**config.mk**
```make
export PLATFORM = sky130hd
export DESIGN_NAME = pcs_pll_ctrl
export DESIGN_NICKNAME = d
export VERILOG_FILES = /design/src/pcs_pkg.sv /design/src/pcs_ctrl_if.sv /design/src/pcs_cal.sv /design/src/pcs_cnt.sv /design/src/pcs_pll_ctrl.sv
export SDC_FILE = /design/constraint.sdc
export NUM_CORES = 1
export LEC_CHECK = 0
export BUFFER_PORTS_ARGS = -buffer_cell sky130_fd_sc_hd__buf_4
export CAP_MARGIN = 30
export CORE_MARGIN = 3
export CORE_UTILIZATION = 25
export DETAILED_ROUTE_END_ITERATION = 8
export MAX_ROUTING_LAYER = met4
export PLACE_DENSITY_LB_ADDON = 0.1
export SYNTH_ARGS = -nofsm -noshare
export SYNTH_HDL_FRONTEND = slang
export SYNTH_SLANG_ARGS = --single-unit
```
**constraint.sdc**
```tcl
create_clock -name clock -period 3.4 [get_ports clock]
set_input_delay 0.17 -clock clock [delete_from_list [all_inputs] [get_ports clock]]
set_output_delay 0.17 -clock clock [all_outputs]
set_load 0.05 [all_outputs]
```
**src/pcs_pkg.sv**
```systemverilog
package pcs_pkg;

    // ----------------------------------------
    // Register map
    // ----------------------------------------
    localparam int ADDR_W = 14;
    localparam int DATA_W = 32;
    localparam logic [11:0] IDX_CAL = 12'h018;
    localparam logic [11:0] IDX_SYNC = 12'h019;
    localparam logic [11:0] IDX_STAT = 12'h01A;
    localparam logic [11:0] IDX_UPD = 12'h232;

    // ----------------------------------------
    // Field positions and reset values
    // ----------------------------------------
    localparam int CAL_TRIG_BIT = 0;
    localparam int CAL_DIV_LSB = 1;
    localparam int SYNC_MODE_LSB = 6;
    localparam int UPD_BIT = 0;
    localparam int STAT_TRIG_BIT = 2;
    localparam int STAT_SYNC_LSB = 3;
    localparam int STAT_BUSY_BIT = 5;
    localparam logic [1:0] CAL_DIV_RST = 2'h3;
    localparam logic CAL_TRIG_RST = 1'h0;
    localparam logic [1:0] SYNC_MODE_RST = 2'h0;

    // ----------------------------------------
    // Modes, ratios and counts
    // ----------------------------------------
    typedef enum logic [1:0] {
        PCS_SYNC_IGNORE = 2'b00,
        PCS_SYNC_ASYNC = 2'b01,
        PCS_SYNC_SYNC = 2'b10,
        PCS_SYNC_IGNORE_ALT = 2'b11
    } pcs_sync_e;

    typedef enum logic {
        PCS_CAL_IDLE = 1'b0,
        PCS_CAL_RUN = 1'b1
    } pcs_cal_e;

    localparam logic [4:0] RATIO_2 = 5'h02;
    localparam logic [4:0] RATIO_4 = 5'h04;
    localparam logic [4:0] RATIO_8 = 5'h08;
    localparam logic [4:0] RATIO_16 = 5'h10;
    localparam logic [7:0] CAL_TICKS_DEF = 8'h40;
    localparam logic [7:0] R_LEN_DEF = 8'h0A;
    localparam logic [7:0] A_LEN_DEF = 8'h04;
    localparam logic [7:0] B_LEN_DEF = 8'h08;

    function automatic logic [ADDR_W-1:0] pcs_byte_addr(input logic [11:0] idx);
        return {idx, 2'b00};
    endfunction : pcs_byte_addr

    function automatic logic [4:0] pcs_cal_ratio(input logic [1:0] code);
        unique case (code)
            2'b00: return RATIO_2;
            2'b01: return RATIO_4;
            2'b10: return RATIO_8;
            2'b11: return RATIO_16;
        endcase
    endfunction : pcs_cal_ratio

endpackage : pcs_pkg

```
**src/pcs_ctrl_if.sv**
```systemverilog
`timescale 1ns/1ps
interface pcs_ctrl_if;
    logic en;
    logic [1:0] cal_div;
    logic cal_trig;
    logic [1:0] sync_mode;
    logic sync_pin;
    logic cal_start;
    logic cal_busy;
    logic cal_tick;
    logic ref_tc;
    logic fb_tc;

    modport top (output en, cal_div, cal_trig, sync_mode, sync_pin,
                 input cal_start, cal_busy, cal_tick, ref_tc, fb_tc);
    modport cal (input en, cal_div, cal_trig, output cal_start, cal_busy, cal_tick);
    modport cnt (input en, sync_mode, sync_pin, output ref_tc, fb_tc);
endinterface : pcs_ctrl_if

```
**src/pcs_cal.sv**
```systemverilog
`timescale 1ns/1ps
module pcs_cal #(
    parameter logic [7:0] CAL_TICKS = pcs_pkg::CAL_TICKS_DEF
) (
    // Clock and reset
    input wire logic clock,
    input wire logic rst,
    // Control
    pcs_ctrl_if.cal ctl
);
    import pcs_pkg::*;

    typedef struct packed {
        pcs_cal_e state;
        logic prev;
        logic [4:0] div_cnt;
        logic [7:0] ticks;
        logic start;
        logic tick;
    } pcs_cal_s;

    pcs_cal_s q;
    pcs_cal_s next_q;
    logic [4:0] ratio;

    assign ratio = pcs_cal_ratio(ctl.cal_div);

    always_comb begin
        next_q = q;
        if (ctl.en) begin
            next_q.start = 1'b0;
            next_q.tick = 1'b0;
            next_q.prev = ctl.cal_trig;
            unique case (q.state)
                PCS_CAL_IDLE: begin
                    // Only a rising edge starts a run; a steady one does nothing.
                    if (ctl.cal_trig && !q.prev) begin
                        next_q.state = PCS_CAL_RUN;
                        next_q.start = 1'b1;
                        next_q.div_cnt = 5'h00;
                        next_q.ticks = 8'h00;
                    end
                end
                PCS_CAL_RUN: begin
                    if (q.div_cnt == ratio - 5'h01) begin
                        next_q.div_cnt = 5'h00;
                        next_q.tick = 1'b1;
                        if (q.ticks == CAL_TICKS - 8'h01) begin
                            next_q.state = PCS_CAL_IDLE;
                        end else begin
                            next_q.ticks = q.ticks + 8'h01;
                        end
                    end else begin
                        next_q.div_cnt = q.div_cnt + 5'h01;
                    end
                end
            endcase
        end
    end

    always_ff @(posedge clock) begin
        if (rst) begin
            q <= '0;
        end else begin
            q <= next_q;
        end
    end

    assign ctl.cal_start = q.start;
    assign ctl.cal_busy = (q.state == PCS_CAL_RUN);
    assign ctl.cal_tick = q.tick;
endmodule : pcs_cal

```
**src/pcs_cnt.sv**
```systemverilog
`timescale 1ns/1ps
module pcs_cnt #(
    parameter logic [7:0] R_LEN = pcs_pkg::R_LEN_DEF,
    parameter logic [7:0] A_LEN = pcs_pkg::A_LEN_DEF,
    parameter logic [7:0] B_LEN = pcs_pkg::B_LEN_DEF
) (
    // Clock and reset
    input wire logic clock,
    input wire logic rst,
    // Control
    pcs_ctrl_if.cnt ctl
);
    import pcs_pkg::*;

    typedef struct packed {
        logic [7:0] r;
        logic [7:0] a;
        logic [7:0] b;
        logic ref_tc;
        logic fb_tc;
    } pcs_cnt_s;

    pcs_cnt_s q;
    pcs_cnt_s next_q;
    logic aclr;
    logic sclr;

    // The asynchronous clear acts even while the clock enable is low.
    assign aclr = (ctl.sync_mode == PCS_SYNC_ASYNC) && ctl.sync_pin;
    assign sclr = (ctl.sync_mode == PCS_SYNC_SYNC) && ctl.sync_pin;

    always_comb begin
        next_q = q;
        if (ctl.en) begin
            next_q.ref_tc = (q.r == R_LEN - 8'h01);
            next_q.r = next_q.ref_tc ? 8'h00 : q.r + 8'h01;
            next_q.fb_tc = 1'b0;
            if (q.a == A_LEN - 8'h01) begin
                next_q.a = 8'h00;
                next_q.fb_tc = (q.b == B_LEN - 8'h01);
                next_q.b = next_q.fb_tc ? 8'h00 : q.b + 8'h01;
            end else begin
                next_q.a = q.a + 8'h01;
            end
            if (sclr) begin
                next_q = '0;
            end
        end
    end

    always_ff @(posedge clock or posedge aclr) begin
        if (aclr) begin
            q <= '0;
        end else if (rst) begin
            q <= '0;
        end else begin
            q <= next_q;
        end
    end

    assign ctl.ref_tc = q.ref_tc;
    assign ctl.fb_tc = q.fb_tc;
endmodule : pcs_cnt

```
**src/pcs_pll_ctrl.sv**
```systemverilog
`timescale 1ns/1ps
module pcs_pll_ctrl #(
    parameter logic [7:0] CAL_TICKS = pcs_pkg::CAL_TICKS_DEF,
    parameter logic [7:0] R_LEN = pcs_pkg::R_LEN_DEF,
    parameter logic [7:0] A_LEN = pcs_pkg::A_LEN_DEF,
    parameter logic [7:0] B_LEN = pcs_pkg::B_LEN_DEF
) (
    // Clock, reset and enable
    input wire logic clock,
    input wire logic rst,
    input wire logic clk_en,
    // APB slave
    input wire logic psel,
    input wire logic penable,
    input wire logic pwrite,
    input wire logic [pcs_pkg::ADDR_W-1:0] paddr,
    input wire logic [pcs_pkg::DATA_W-1:0] pwdata,
    output logic [pcs_pkg::DATA_W-1:0] prdata,
    output logic pready,
    output logic pslverr,
    // Sync pin
    input wire logic sync_pin,
    // Calibration and counter outputs
    output logic [4:0] calibration_clock_divider,
    output logic cal_start,
    output logic cal_busy,
    output logic cal_tick,
    output logic ref_tick,
    output logic fb_tick
);
    import pcs_pkg::*;

    // ----------------------------------------
    // State
    // ----------------------------------------
    typedef struct packed {
        logic [1:0] buf_div;
        logic buf_trig;
        logic [1:0] buf_sync;
        logic [1:0] act_div;
        logic act_trig;
        logic [1:0] act_sync;
        logic ready;
        logic slverr;
        logic [DATA_W-1:0] rdata;
        logic [4:0] ratio;
        logic start;
        logic busy;
        logic tick;
        logic ref_tick;
        logic fb_tick;
    } pcs_top_s;

    pcs_top_s q;
    pcs_top_s next_q;
    logic access;
    logic wr_take;
    logic upd_take;
    logic [DATA_W-1:0] rd_word;

    pcs_ctrl_if ctl ();

    function automatic logic pcs_addr_hit(input logic [ADDR_W-1:0] a);
        return a == pcs_byte_addr(IDX_CAL) || a == pcs_byte_addr(IDX_SYNC) ||
               a == pcs_byte_addr(IDX_STAT) || a == pcs_byte_addr(IDX_UPD);
    endfunction : pcs_addr_hit

    // ----------------------------------------
    // Bus decode
    // ----------------------------------------
    // One wait state keeps read data and the error answer in flip-flops.
    assign access = psel && penable && !q.ready;
    assign wr_take = psel && penable && q.ready && pwrite;
    assign upd_take = wr_take && paddr == pcs_byte_addr(IDX_UPD) && pwdata[UPD_BIT];

    always_comb begin
        rd_word = '0;
        if (paddr == pcs_byte_addr(IDX_CAL)) begin
            rd_word[CAL_TRIG_BIT] = q.buf_trig;
            rd_word[CAL_DIV_LSB +: 2] = q.buf_div;
        end else if (paddr == pcs_byte_addr(IDX_SYNC)) begin
            rd_word[SYNC_MODE_LSB +: 2] = q.buf_sync;
        end else if (paddr == pcs_byte_addr(IDX_STAT)) begin
            rd_word[1:0] = q.act_div;
            rd_word[STAT_TRIG_BIT] = q.act_trig;
            rd_word[STAT_SYNC_LSB +: 2] = q.act_sync;
            rd_word[STAT_BUSY_BIT] = q.busy;
        end
    end

    // ----------------------------------------
    // Registers
    // ----------------------------------------
    always_comb begin
        next_q = q;
        if (clk_en) begin
            next_q.ready = access;
            if (access) begin
                next_q.rdata = pwrite ? '0 : rd_word;
                next_q.slverr = !pcs_addr_hit(paddr);
            end
            if (wr_take && paddr == pcs_byte_addr(IDX_CAL)) begin
                next_q.buf_trig = pwdata[CAL_TRIG_BIT];
                next_q.buf_div = pwdata[CAL_DIV_LSB +: 2];
            end
            if (wr_take && paddr == pcs_byte_addr(IDX_SYNC)) begin
                next_q.buf_sync = pwdata[SYNC_MODE_LSB +: 2];
            end
            // The update bit is a strobe; it is never stored and reads zero.
            if (upd_take) begin
                next_q.act_div = q.buf_div;
                next_q.act_trig = q.buf_trig;
                next_q.act_sync = q.buf_sync;
            end
            next_q.ratio = pcs_cal_ratio(q.act_div);
            next_q.start = ctl.cal_start;
            next_q.busy = ctl.cal_busy;
            next_q.tick = ctl.cal_tick;
            next_q.ref_tick = ctl.ref_tc;
            next_q.fb_tick = ctl.fb_tc;
        end
    end

    always_ff @(posedge clock) begin
        if (rst) begin
            q <= '0;
            q.buf_div <= CAL_DIV_RST;
            q.buf_trig <= CAL_TRIG_RST;
            q.buf_sync <= SYNC_MODE_RST;
            q.act_div <= CAL_DIV_RST;
            q.act_trig <= CAL_TRIG_RST;
            q.act_sync <= SYNC_MODE_RST;
            q.ratio <= RATIO_16;
        end else begin
            q <= next_q;
        end
    end

    // ----------------------------------------
    // Sub-blocks
    // ----------------------------------------
    // Only the active copy reaches the sub-blocks.
    assign ctl.en = clk_en;
    assign ctl.cal_div = q.act_div;
    assign ctl.cal_trig = q.act_trig;
    assign ctl.sync_mode = q.act_sync;
    assign ctl.sync_pin = sync_pin;

    pcs_cal #(
        .CAL_TICKS(CAL_TICKS)
    ) u_cal (
        .clock(clock),
        .rst(rst),
        .ctl(ctl)
    );

    pcs_cnt #(
        .R_LEN(R_LEN),
        .A_LEN(A_LEN),
        .B_LEN(B_LEN)
    ) u_cnt (
        .clock(clock),
        .rst(rst),
        .ctl(ctl)
    );

    assign prdata = q.rdata;
    assign pready = q.ready;
    assign pslverr = q.slverr;
    assign calibration_clock_divider = q.ratio;
    assign cal_start = q.start;
    assign cal_busy = q.busy;
    assign cal_tick = q.tick;
    assign ref_tick = q.ref_tick;
    assign fb_tick = q.fb_tick;
endmodule : pcs_pll_ctrl

```
# Word level (Yosys, flattened, before mapping)
# Index checks and enable logic that the tools add are counted.
# totals
reg_bits,97
in_bits,53
out_inout_bits,44
elab_cells,104
# op_classes
add_sub_neg,6
n_eq_ne,17
muxes,27
n_bitwise,1
reduce_logical,27
# op_table
cell,count
2-to-1 mux 26 bit,3
2-to-1 mux 8 bit,7
equality test 14 x 7 -> 1 bit (second input constant),3
adder 8 x 1 -> 8 bit (second input constant),4
one-hot mux 13 bit (2 select lines),1
one-hot mux 5 bit (4 select lines),1
equality test 14 x 12 -> 1 bit (second input constant),1
2-to-1 mux 14 bit,1
2-to-1 mux 6 bit,2
AND reduction 2 bit,6
logical AND 1 bit,11
2-to-1 mux 5 bit,2
equality test 8 x 2 -> 1 bit (second input constant),1
equality test 8 x 3 -> 1 bit (second input constant),1
equality test 8 x 4 -> 1 bit (second input constant),1
equality test 8 x 6 -> 1 bit (second input constant),1
2-to-1 mux 1 bit,7
equality test 2 bit (second input constant),3
adder 5 x 1 -> 5 bit (second input constant),1
equality test 5 bit,1
subtractor 5 x 1 -> 5 bit (second input constant),1
equality test 2 x 1 -> 1 bit (second input constant),2
inequality test 2 bit (second input constant),2
AND reduction 4 bit,1
other kinds (10),14

# Logic depth before layout (Yosys ltp)
# logic_depth
depth_word,6
depth_mapped,7
depth_no_buf,7

# Modules after synthesis
# From an unflattened synthesis, not the netlist that was laid out.
# hier_totals
cells_unflattened,437
area_unflattened_um2,4060.1
# by_module_without_submodules
mod,instances,cells_per_inst,area_per_inst_um2,seq_area_each_um2
pcs_pll_ctrl,1,173,1546.5,580.6
pcs_cnt,1,151,1500.2,650.6
pcs_cal,1,113,1013.5,340.3

# Worst setup path before layout
# No wires, ideal clock.
# synth_timing
kind,register to register
startpoint,register u_cnt.q[19] (netlist name)
endpoint,register u_cnt.q[23] (netlist name)
setup_time_ns,0.122
arrival_ns,1.736
required_ns,3.278
setup_slack_ns,1.542
path_stages_with_launch,7
path_buffers,0
period_less_slack_ns,1.858
cell_sequence,dfrtp_1 -> inv_1 -> ha_1 -> or4b_2 -> o211ai_2 -> o21ai_0 -> a32o_1
# synth_via
elab_chain_cells,5
elab_cells_between_ends,6
cone_classes,1 x add/sub; 1 x eq/ne; 4 x mux
# synth_lines
item,line_no,source
from (decl),pcs_cnt.sv:23,pcs_cnt_s q;
from (signal assigned),pcs_cnt.sv:57,q <= next_q;
adder 8 x 1 -> 8 bit or equality test 8 x 4 -> 1 bit (tied branches),"pcs_cnt.sv:36, pcs_cnt.sv:35",
2-to-1 mux 8 bit (*),pcs_cnt.sv:36,next_q.r = next_q.ref_tc ? 8'h00 : q.r + 8'h01;
2-to-1 mux 26 bit (*),pcs_cnt.sv:45,if (sclr) begin
2-to-1 mux 26 bit (*),pcs_cnt.sv:34,if (ctl.en) begin
2-to-1 mux 26 bit (*),pcs_cnt.sv:54,end else if (rst) begin
# Mark *: on every way between the ends. The rest lies on a longest branch, timed or not. The select of a mux whose other input is x is not followed.
# A chain may end at the register's enable or synchronous reset.

# Worst setup path after layout
# Ends and elaborated chain as after synthesis.

==> qor.yml <==
routed_via_density: 4.79
initial_utilization_pct: 26.0
drcViolationCount: 0
avgRoutedWirePerCell_um: 14.1
layout_min_cycle_time_ps: 2070
yosysMostFrequentCell: "nand2_1"
async_reset_ff_share_pct: 36.1
syn_inst: 440
clk_pin_slew_ps: 60
clockBufferDepth: 2
status: "finished, final reports clean"
wl_met3_um: 279
synth_top_area_share_pct: 23.9
synth_top_cells_by_count: "47 x nand2_1, 46 x dfxtp_1, 43 x nor2_1"
p_per_area_nw_per_um2: 440
drtIter0Drc: 201
io_pins: 97
io_buffers: 44
rows: 44
synth_ff_type: "dfxtp_1"
synth_xor_xnor_area_share_pct: 1.36
ys_ff_latch: 72
holdWs_ps: 57.6
end_kind: "register"
synthSimpleGateAreaFrac_pct: 24.7
synth_edf_count: 0
wl_met2_um: 4520
die_width_um: 130
cts_num_sinks: 72
worstHoldStart: "pwdata[1]"
cts_max_level: 3
ctsRootBufferMaster: "clkbuf_16"
post_cts_resized: 0
antenna_found_initial: 0
setup_tns_ps: 0
synth_top_family_by_area: "simple AND/OR/NAND/NOR gates"
highest_layer: "met4"
final_core_util_pct: 30.1
setup_ws_ps: 1330
post-cts-setup-buffer-count: 0
hold_depth: 3
finalCritPeriodShare_pct: 61.0
num_antenna_cells: 0
hp-class: "in -> reg"
syn_area_sq_um: 3860
start_kind: "register"
synth_fa_ha_area_share_pct: 1.95
r2r_cells: 6
cp_data_required_time_ps: 3620
finalPower_w: 0.00196
setup_viol: 0
synth_cell_types: 66
slew_headroom_pct: 62.1
synth_compound_area_share_pct: 16.4
p_sw_w: 0.000535
num_vias: 3155
grt_pass1_vias: 2931
p_leak_nw: 1.73
startpoint: "u_cnt.q[19]"
grt_max_degree: 41
wl_met1_um: 4420
arrival_ps: 2290
min_to: "q[52]"
nFillCells: 1552
globalplace.congestion: 0.792
final_layout_size_suffix_gt1_share_pct: 17.3
peakVddDrop_mv: 0.229
die_h_um: 130
r2r-start: "u_cnt.q[19]"
area_growth_pct: 15.5
rsz0062_at_grt: "no"
slew_viol_final: 0
syn_area_per_cell_sq_um: 8.77
ys_top_cells_by_area: "dfxtp_1 24%, dfrtp_1 17%, buf_4 7.6%"
hold_viol: 0
internal_power_w: 0.00142
r2r-end: "u_cnt.q[23]"
p_clk_share_pct: 43.1
nNetsFinal: 528
worst_pin_slew_ps: 564
clock_latency_ps: 330
fmax_ghz: 0.482
switching_share_pct: 27.3
tritoncts: "yes"
maxCapViolCount: 0
routed_wl_um: 9310
gr-total-overflow: 0
drt_pre_antenna_iters: 4
crit_type: "reg -> reg"
track_usage_pct: 11.7
pwr-share-seq_pct: 46.2
synth.area.mux_share_pct: 4.70
worstPathMaxFanout: 6
ys_seq_area_share_pct: 40.7
skew_ps: 5.71
cts_inserted_buffers: 9
yosysTopAreaCell: "dfxtp_1"
rrSetupSlack_ps: 1330
grt_pass1_wl_um: 15400
core_area_sq_um: 14800
place_worst_setup_slack_ps: 1000
dp_hpwl_um: 6500
yosysWarnings: 0
dieArea_sq_um: 17000
p_comb_share_pct: 10.8
ant_nets: 0
[timing repair]
| action | 4_1_cts | 5_1_grt |
|---|---|---|
| hold buffers | 1 | 0 |
| setup endpoints to repair | 0 | 0 |
| endpoints found under the hold margin | 26 | 0 |
[cells by family (layout without fill, tap and decap cells)]
group,after synthesis,in the layout
compound gates,98,98
flops,72,72
xor+xnor,6,6
buf+inv,62,72
other cells,1,25
fa+ha+maj,6,6
simple gates,177,177
mux,18,18
[power groups by stage]
| stage | clock network (W) | registers (W) | logic (W) |
|---|---|---|---|
| final | 0.000843 | 0.000904 | 0.000211 |
| after global routing | 0.000919 | 0.000909 | 0.000233 |
| after CTS | 0.000886 | 0.000903 | 0.000213 |
| after detailed placement | 0 | 0.000920 | 0.000212 |
| after global placement | 0 | 0.000922 | 0.000210 |
| after floorplan | 0 | 0.000916 | 0.000178 |
[state kept, by name (all words and copies together), names as in the netlist, 2 cells and up]
register                   flops
calibration_clock_divider      4
ctl.cal_div                    2
ctl.sync_mode                  2
prdata                         8
q                              5
u_cal.q                       14
u_cnt.q                       24
[cell type report]
cell class	count	area [sq um]	area share, %
multi-input combinational	330	1990	44.7
sequential	72	1570	35.3
timing repair buffer	49	370	8.31
tap	184	230	5.17
clock buffer	9	225	5.06
clock inverter	7	38.8	0.871
inverter	7	26.3	0.590
[routing by layer]
metal	vias up	global-route usage, %
li1	1586	-
met1	1511	15.4
met2	51	17.8
met3	7	2.74
met4	0	4.10
met5	-	-
[metrics by stage]
stage,area (sq um),instances
floorplan,3950,464
global placement,4180,641
detailed placement,4180,641
CTS,4450,658
global route,4450,658
finish,4450,658
[critical path, cell delays in order, from the launching register on]
cell and delay, ps:
dfrtp_1 410, inv_1 80, ha_1 130, or4b_2 620, o211ai_2 350, o21ai_0 150
a32o_1 230
[cell usage in the layout, fill, tap and decap left out, types with 3 or more instances in the layout]
master and n:
o31ai_1 8, and3_1 3, a22oi_1 7, a31oi_1 5
or3_1 4, nand2_1 47, nand2b_1 3, o211ai_1 3
clkinv_2 4, conb_1 25, mux2i_1 17, clkbuf_16 9
ha_1 6, dfrtp_1 26, xor2_1 5, nand3b_1 6
buf_4 48, nor3b_1 4, nor2_1 43, nand4_1 9
a21oi_1 23, dfxtp_1 46, nor3_1 8, o221ai_1 3
inv_1 6, a311oi_1 3, and2_1 3, o21ai_0 29
nand3_1 24
[worst max-delay path by stage]
stage / to / slack, ps / cells after the start
4_1_cts: u_cnt.q[23] / 1320 / 6
2_1_floorplan: u_cnt.q[23] / 1540 / 6
3_5_place_dp: u_cnt.q[9] / 1000 / 6
3_3_place_gp: u_cnt.q[9] / 1040 / 6
5_1_grt: u_cnt.q[9] / 1130 / 6
6_report: u_cnt.q[23] / 1330 / 6
No activity file was read; power rests on OpenSTA's default activity.
